===== src/logic/gpp_pkg.sv =====
`default_nettype none

package gpp_pkg;

    // Register byte offsets inside one port's 4 KB window.
    localparam logic [11:0] OFF_DATA_LO   = 12'h000;
    localparam logic [11:0] OFF_DATA_HI   = 12'h3fc;
    localparam logic [11:0] OFF_DIR       = 12'h400;
    localparam logic [11:0] OFF_SENSE     = 12'h404;
    localparam logic [11:0] OFF_DUAL      = 12'h408;
    localparam logic [11:0] OFF_POLARITY  = 12'h40c;
    localparam logic [11:0] OFF_MASK      = 12'h410;
    localparam logic [11:0] OFF_RAW       = 12'h414;
    localparam logic [11:0] OFF_MASKED    = 12'h418;
    localparam logic [11:0] OFF_CLEAR     = 12'h41c;
    localparam logic [11:0] OFF_ALTSEL    = 12'h420;

    // Data window mask field position in the byte address.
    localparam int          MASK_LSB      = 2;
    localparam int          MASK_MSB      = 9;

    // Reset values.
    localparam logic [7:0]  RST_ZERO      = 8'h00;
    localparam logic [7:0]  RST_ALT_PORTB = 8'h80;
    localparam logic [7:0]  RST_ALT_PORTC = 8'h0f;

    // Trigger source pin within port B.
    localparam int          TRIG_PIN      = 4;

    // Configuration registers of one port.
    typedef struct packed {
        logic [7:0] dir;
        logic [7:0] sense;
        logic [7:0] dual;
        logic [7:0] polarity;
        logic [7:0] mask;
        logic [7:0] altsel;
    } gpp_cfg_t;

    // Pin-side group towards the pads.
    typedef struct packed {
        logic [7:0] out;
        logic [7:0] oe;
    } gpp_pad_t;

endpackage : gpp_pkg

`default_nettype wire


===== src/logic/gpp_port.sv =====
// Notes on behaviour
// Reset: pins are software inputs; test-port pins come up alternate-selected.
// Any reset restores direction and alternate-select defaults for all pins.
// Direction 0: pin is input; data bit captures the pin level.
// Direction 1: data register bit drives the pin.
// Data window spans 256 words; address bits 9..2 form the pin mask.
// Writes update only data bits whose address mask bit is one.
// Reads return zero for bits whose address mask bit is zero.
// Reads give written value for outputs, pin level for inputs; reset clears.
// All pin interrupts combine into one port interrupt output.
// Rising, falling, both-edge and high or low level detection are offered.
// Sense: edge 0/level 1; dual: single/both; polarity: low/falling 0.
// Edge interrupt stays latched until cleared by software.
// Level sources must hold the level until the interrupt is recognised.
// Per-pin mask gates forwarding to the port interrupt.
// Mask 0 blocks, 1 passes; mask resets to zero.
// Raw status shows met conditions regardless of mask.
// Masked status shows conditions both present and enabled.
// Writing 1 to clear location clears that latch; 0 does nothing.
// Port B pin four unmasked also pulses the converter trigger.
// Software should mask pins before changing sense settings.
// Sense setting writes may cause spurious interrupts; not suppressed.
// All five ports are identical instances of this block.
// Alternate select 1 hands the pin to its peripheral; 0 software.
// Pins are synchronised; edges compare successive synchronised samples.
//
// Decided for this implementation: the APB slave port and the register offsets.
`timescale 1ns/1ps
`default_nettype none

module gpp_port #(
    parameter int         WIDTH   = 8,
    parameter logic [7:0] ALT_RST = gpp_pkg::RST_ZERO,
    parameter bit         HAS_TRIG = 1'b0
) (
    input  wire logic             pclk,
    input  wire logic             presetn,
    input  wire logic             psel,
    input  wire logic             penable,
    input  wire logic             pwrite,
    input  wire logic [11:0]      paddr,
    input  wire logic [31:0]      pwdata,
    output logic      [31:0]      prdata,
    output logic                  pready,
    output logic                  pslverr,
    input  wire logic [WIDTH-1:0] pin_in,
    output logic      [WIDTH-1:0] pin_out,
    output logic      [WIDTH-1:0] pin_oe,
    input  wire logic [WIDTH-1:0] alt_out,
    input  wire logic [WIDTH-1:0] alt_oe,
    output logic      [WIDTH-1:0] alt_in,
    output logic                  port_irq,
    output logic                  conv_trigger
);

    typedef struct packed {
        gpp_pkg::gpp_cfg_t cfg;
        logic [WIDTH-1:0]  data;
        logic [31:0]       rdata;
        logic              ready;
        logic              err;
        logic [WIDTH-1:0]  pout;
        logic [WIDTH-1:0]  poe;
        logic [WIDTH-1:0]  ain;
        logic              irq;
        logic              trig;
        logic              trig_prev;
    } gpp_state_t;

    gpp_state_t       st_r;
    gpp_state_t       st_nxt;
    logic [WIDTH-1:0] pin_sync;
    logic [WIDTH-1:0] raw;
    logic [WIDTH-1:0] clear;
    logic             acc;
    logic             wr;
    logic             in_window;
    logic [WIDTH-1:0] amask;
    logic [WIDTH-1:0] wbyte;
    logic [WIDTH-1:0] masked;
    logic [WIDTH-1:0] data_view;

    // Access decode; the slave answers one cycle after the first access cycle (one wait state).
    assign acc       = psel & penable & ~st_r.ready;
    assign wr        = acc & pwrite;
    assign in_window = (paddr <= gpp_pkg::OFF_DATA_HI);
    assign amask     = paddr[gpp_pkg::MASK_MSB:gpp_pkg::MASK_LSB];
    assign wbyte     = pwdata[WIDTH-1:0];
    assign clear     = (wr && paddr == gpp_pkg::OFF_CLEAR) ? wbyte : '0;
    assign masked    = raw & st_r.cfg.mask;

    // Output pins read back the written bit, input pins the synchronised level.
    assign data_view = (st_r.data & st_r.cfg.dir) | (pin_sync & ~st_r.cfg.dir);

    // Interrupt detection with synchroniser and sticky edge latches.
    gpp_irq_detect #(
        .WIDTH (WIDTH)
    ) u_detect (
        .pclk      (pclk),
        .presetn   (presetn),
        .pin_async (pin_in),
        .sense     (st_r.cfg.sense),
        .dual      (st_r.cfg.dual),
        .polarity  (st_r.cfg.polarity),
        .clear     (clear),
        .pin_sync  (pin_sync),
        .raw       (raw)
    );

    // Next-state logic for registers, bus answer and pins.
    always_comb begin
        st_nxt       = st_r;
        st_nxt.ready = acc;
        st_nxt.err   = 1'b0;
        st_nxt.rdata = 32'h0000_0000;
        // Input pins keep the data register tracking their level.
        st_nxt.data  = (st_r.data & st_r.cfg.dir) | (pin_sync & ~st_r.cfg.dir);
        if (wr) begin
            if (in_window) begin
                st_nxt.data = (st_nxt.data & ~(amask & st_r.cfg.dir))
                            | (wbyte & amask & st_r.cfg.dir);
            end else begin
                case (paddr)
                    gpp_pkg::OFF_DIR:      st_nxt.cfg.dir      = wbyte;
                    gpp_pkg::OFF_SENSE:    st_nxt.cfg.sense    = wbyte;
                    gpp_pkg::OFF_DUAL:     st_nxt.cfg.dual     = wbyte;
                    gpp_pkg::OFF_POLARITY: st_nxt.cfg.polarity = wbyte;
                    gpp_pkg::OFF_MASK:     st_nxt.cfg.mask     = wbyte;
                    gpp_pkg::OFF_ALTSEL:   st_nxt.cfg.altsel   = wbyte;
                    gpp_pkg::OFF_CLEAR:    st_nxt.err          = 1'b0;
                    default:               st_nxt.err          = acc;
                endcase
            end
        end else if (acc) begin
            if (in_window) begin
                st_nxt.rdata[WIDTH-1:0] = data_view & amask;
            end else begin
                case (paddr)
                    gpp_pkg::OFF_DIR:      st_nxt.rdata[WIDTH-1:0] = st_r.cfg.dir;
                    gpp_pkg::OFF_SENSE:    st_nxt.rdata[WIDTH-1:0] = st_r.cfg.sense;
                    gpp_pkg::OFF_DUAL:     st_nxt.rdata[WIDTH-1:0] = st_r.cfg.dual;
                    gpp_pkg::OFF_POLARITY: st_nxt.rdata[WIDTH-1:0] = st_r.cfg.polarity;
                    gpp_pkg::OFF_MASK:     st_nxt.rdata[WIDTH-1:0] = st_r.cfg.mask;
                    gpp_pkg::OFF_RAW:      st_nxt.rdata[WIDTH-1:0] = raw;
                    gpp_pkg::OFF_MASKED:   st_nxt.rdata[WIDTH-1:0] = masked;
                    gpp_pkg::OFF_ALTSEL:   st_nxt.rdata[WIDTH-1:0] = st_r.cfg.altsel;
                    gpp_pkg::OFF_CLEAR:    st_nxt.rdata            = 32'h0000_0000;
                    default:               st_nxt.err              = 1'b1;
                endcase
            end
        end
        // Pad drive: peripheral when alternate-selected, otherwise data and direction.
        st_nxt.pout = (alt_out & st_r.cfg.altsel) | (st_r.data & ~st_r.cfg.altsel);
        st_nxt.poe  = (alt_oe & st_r.cfg.altsel) | (st_r.cfg.dir & ~st_r.cfg.altsel);
        st_nxt.ain  = pin_sync;
        st_nxt.irq  = |masked;
        // Trigger is a one-cycle pulse on each new unmasked pin-four condition.
        st_nxt.trig_prev = masked[gpp_pkg::TRIG_PIN];
        st_nxt.trig = HAS_TRIG & masked[gpp_pkg::TRIG_PIN] & ~st_r.trig_prev;
    end

    // State register; both reset sources arrive merged on presetn.
    always_ff @(posedge pclk or negedge presetn) begin
        if (!presetn) begin
            st_r            <= '0;
            st_r.cfg.altsel <= ALT_RST;
        end else begin
            st_r <= st_nxt;
        end
    end

    // Outputs straight from the state register.
    assign prdata       = st_r.rdata;
    assign pready       = st_r.ready;
    assign pslverr      = st_r.err;
    assign pin_out      = st_r.pout;
    assign pin_oe       = st_r.poe;
    assign alt_in       = st_r.ain;
    assign port_irq     = st_r.irq;
    assign conv_trigger = st_r.trig;

endmodule : gpp_port

`default_nettype wire


===== src/logic/gpp_irq_detect.sv =====
`timescale 1ns/1ps
`default_nettype none

module gpp_irq_detect #(
    parameter int WIDTH = 8
) (
    input  wire logic             pclk,
    input  wire logic             presetn,
    input  wire logic [WIDTH-1:0] pin_async,
    input  wire logic [WIDTH-1:0] sense,
    input  wire logic [WIDTH-1:0] dual,
    input  wire logic [WIDTH-1:0] polarity,
    input  wire logic [WIDTH-1:0] clear,
    output logic      [WIDTH-1:0] pin_sync,
    output logic      [WIDTH-1:0] raw
);

    typedef struct packed {
        logic [WIDTH-1:0] s1;
        logic [WIDTH-1:0] s2;
        logic [WIDTH-1:0] s3;
        logic [WIDTH-1:0] lat;
    } gpp_det_t;

    gpp_det_t st_r;
    gpp_det_t st_nxt;
    logic [WIDTH-1:0] level_hit;

    // Per pin: three-stage synchroniser, edge detect, sticky latch.
    always_comb begin
        st_nxt    = st_r;
        level_hit = '0;
        st_nxt.s1 = pin_async;
        st_nxt.s2 = st_r.s1;
        st_nxt.s3 = st_r.s2;
        for (int i = 0; i < WIDTH; i++) begin
            logic rise;
            logic fall;
            logic edge_hit;
            rise     = st_r.s2[i] & ~st_r.s3[i];
            fall     = ~st_r.s2[i] & st_r.s3[i];
            edge_hit = dual[i] ? (rise | fall) : (polarity[i] ? rise : fall);
            level_hit[i] = sense[i] & (st_r.s3[i] == polarity[i]);
            // Set wins over a clear in the same cycle; level mode keeps no latch.
            if (sense[i]) begin
                st_nxt.lat[i] = 1'b0;
            end else if (edge_hit) begin
                st_nxt.lat[i] = 1'b1;
            end else if (clear[i]) begin
                st_nxt.lat[i] = 1'b0;
            end
        end
    end

    // State register.
    always_ff @(posedge pclk or negedge presetn) begin
        if (!presetn) begin
            st_r <= '0;
        end else begin
            st_r <= st_nxt;
        end
    end

    // The synchronised level is stage three, taken every cycle with no match check.
    assign pin_sync = st_r.s3;
    assign raw      = st_r.lat | level_hit;

endmodule : gpp_irq_detect

`default_nettype wire


===== config.mk =====
export PLATFORM = sky130hd
export DESIGN_NAME = gpp_port
export DESIGN_NICKNAME = d
export VERILOG_FILES = /design/src/logic/gpp_pkg.sv /design/src/logic/gpp_port.sv /design/src/logic/gpp_irq_detect.sv
export SDC_FILE = /design/constraint.sdc
export NUM_CORES = 1
export LEC_CHECK = 0
export BUFFER_PORTS_ARGS = -buffer_cell sky130_fd_sc_hd__buf_2
export CAP_MARGIN = 20
export CORE_MARGIN = 8
export CORE_UTILIZATION = 30
export DETAILED_ROUTE_END_ITERATION = 8
export SYNTH_ARGS = -nofsm -noshare
export SYNTH_HDL_FRONTEND = slang
export SYNTH_HIERARCHICAL = 1
export SYNTH_SLANG_ARGS = --single-unit

===== constraint.sdc =====
create_clock -name pclk -period 3.7 [get_ports pclk]
set_clock_uncertainty 0.05 [all_clocks]
set_input_delay 0.925 -clock pclk [delete_from_list [all_inputs] [get_ports pclk]]
set_output_delay 0.925 -clock pclk [all_outputs]
set_load 0.01 [all_outputs]

==> out/results.ini <==
[status]
status=finished clean

[logic_synthesis]
yosysTopAreaCellShare_pct=48.6
syn_area_sq_mm=0.00634
netlist_instances=532
yosys_warnings=6
synth_most_common_cell=dfrtp_1
synthTopCellsByArea=dfrtp_1 (49%), mux2_2 (13%), buf_4 (7.7%)
synthArstFlopShare_pct=100
synth-seq-cells=123
synth_cell_type_count=45
synth_edf_count=0
syn_avg_cell_area_sq_um=11.9
synth_common_cells=dfrtp_1 (123), mux2_2 (72), buf_4 (65), a21oi_1 (23), nand2_1 (21)
yosys.area.top_type=dfrtp_1
ys_seq_area_share_pct=48.6
synthFlopType=dfrtp_1

[clock_tree]
cts_setup_buffers=0
ctsHoldBuffers=0
cts_root_buf=clkbuf_16
cts_made_buffers=17
post_cts_resized=0
cts_tree=built
htree_num_levels=4
cts.sinks=123
clock_latency_ps=420
clockBufferDepth=2
path_clk_slew_ps=60

[worst_setup_path]
cp-end-kind=flip-flop
crit_fanout=13
arrival_ps=3130
crit_type=input pin to flip-flop
reg2reg_from=pready
r2r_end=st_r[76]
regToRegSetupSlack_ps=1420
cp-start-kind=input pin
worst_r2r_path_depth=5
cp_data_required_time_ps=3940

[timing]
hold_viol_final=0
drv_slew=0
final.setup.worst_slack_ps=809
tightestPinTransition_ps=786
fmax_mhz=346
min_period_ps=2890
totalNegativeSetupSlack_ps=0
min_period_over_period_pct=78.1
whs_ps=291
setup_viol=0
slew-limit-headroom_pct=47.5
grt_setup_unrepaired=false

[finish]
fillers=2083
layoutNonFillerInstCount=880
ff_latch_area_sq_mm=0.00308
postLayoutCellArea_sq_mm=0.00739
area_growth_pct=16.7
multi_input_area_sq_mm=0.00273
utilization_pct=35.4
nets=683
drive_gt1_share_pct=37.7
insertedDiodeCount=0

[placed_design]
pre_cts_slack_ps=425
numPortBuffers=83
placed_area_sq_mm=0.00679
dp_hpwl_mm=10.9
place.gp.congestion=0.798
place_inst=850

[floorplan]
core_area_sq_mm=0.0209
num_rows=53
io_pins=133
start_util_pct=30.3
die_width_microns=161
die_y_microns=161
dieArea_sq_mm=0.0260

[drt]
dr.pass1.iters=4
wl_per_cell_microns=17.4
drt_iter0_drc=207
ant_nets=0
viasPerCell=4.60
wirelength_mm=15.3
vias=4052
remaining_drc_errors=0

[hold_path]
holdPathEnd=u_detect/st_nxt[11]
min_from=u_detect/st_nxt[19]
holdCritPathClass=flip-flop to flip-flop
holdPathStages=0

[global_routing]
gr-usage-all-layers_pct=12.1
grt_overflow=0
grt_pass1_vias=4256
antenna_found_initial=1
grt_max_degree=63
grt_pass1_wl_mm=24.4

[power_and_ir_drop]
power.leakage_nw=3.61
totalPowerFinal_mw=3.34
power.density_mw_per_mm2=451
vdd_drop_max_v=0.000313

[job]
maxCapViolCount=0

-- power by group --
group	leakage, nW	total (mW)	switching (mW)	internal (mW)
Clock	0.296	1.74	0.585	1.15
Sequential	1.56	1.40	0.0198	1.38
Combinational	1.75	0.205	0.129	0.0759
-- cell usage in the layout, fill, tap and decap left out, types with 5 or more instances in the layout --
| cell type | instances |
|---|---|
| a21oi_1 | 23 |
| a22oi_1 | 9 |
| a22o_1 | 8 |
| conb_1 | 25 |
| and2_1 | 10 |
| nand2_1 | 21 |
| nor2_1 | 19 |
| mux2_2 | 72 |
| xnor2_1 | 8 |
| nor3_4 | 5 |
| nand2b_1 | 11 |
| o31a_1 | 8 |
| ha_1 | 16 |
| mux2i_1 | 13 |
| dfrtp_1 | 123 |
| clkbuf_16 | 17 |
| a21o_1 | 15 |
| inv_1 | 20 |
| buf_2 | 82 |
| nand3_1 | 13 |
| buf_4 | 16 |
| mux2_4 | 8 |
| o22ai_1 | 7 |
| o21ai_2 | 8 |
| a32oi_1 | 8 |
-- worst max-delay path: stages --
cell and delay, ps:
buf_2 270, nand2_1 200, o31a_1 340, nand2b_1 420, nor3_4 570, mux2_2 390
-- final cells by class --
class	count	share of cell area (%)
Clock buffer	22	6.28
Tap cell	275	4.65
Multi-Input combinational cell	332	36.9
Clock inverter	8	1.93
Sequential cell	123	41.6
Timing Repair Buffer	100	7.60
Inverter	20	1.02
-- routing by layer --
metal / track usage (%) / vias to the layer above / wire (microns)
met1: 15.8 / 1984 / 6960
met3: 4.00 / 18 / 1110
met4: 4.25 / 2 / 204
met5: 0 / - / 12
li1: - / 1924 / -
met2: 18.6 / 124 / 7050
-- sequential cells by signal, indices dropped and copies added, names as in the netlist --
name               cells
alt_in                 8
pin_oe                 8
u_detect/st_nxt       16
u_detect/pin_sync      8
prdata                 8
pin_out                8
pready                 1
st_r                  56
u_detect/st_r          8
pslverr                1
port_irq               1
-- kinds of logic (layout without fill, tap and decap cells) --
family	count (synthesis)	count (layout)	share of synthesized area, %
AO/OA/AOI/OAI	93	93	10.6
flip-flops	123	123	48.6
adder cells (fa/ha/maj)	16	16	3.16
multiplexers	95	95	17.3
other	1	25	0.0592
XOR/XNOR	9	9	1.24
AND/OR/NAND/NOR	94	94	9.14
buffers and inverters	101	150	9.89
-- worst max-delay path by stage --
stage	slack, ps	startpoint	cells past startpoint	endpoint
floorplan	840	paddr[11]	5	st_r[100]
global route	730	paddr[2]	6	st_r[73]
finish	810	paddr[2]	6	st_r[76]
CTS	870	paddr[2]	7	st_r[89]
global placement	430	paddr[2]	7	st_r[87]
detailed placement	420	paddr[2]	7	st_r[89]
Note: power is estimated with default switching activity, not from simulation.
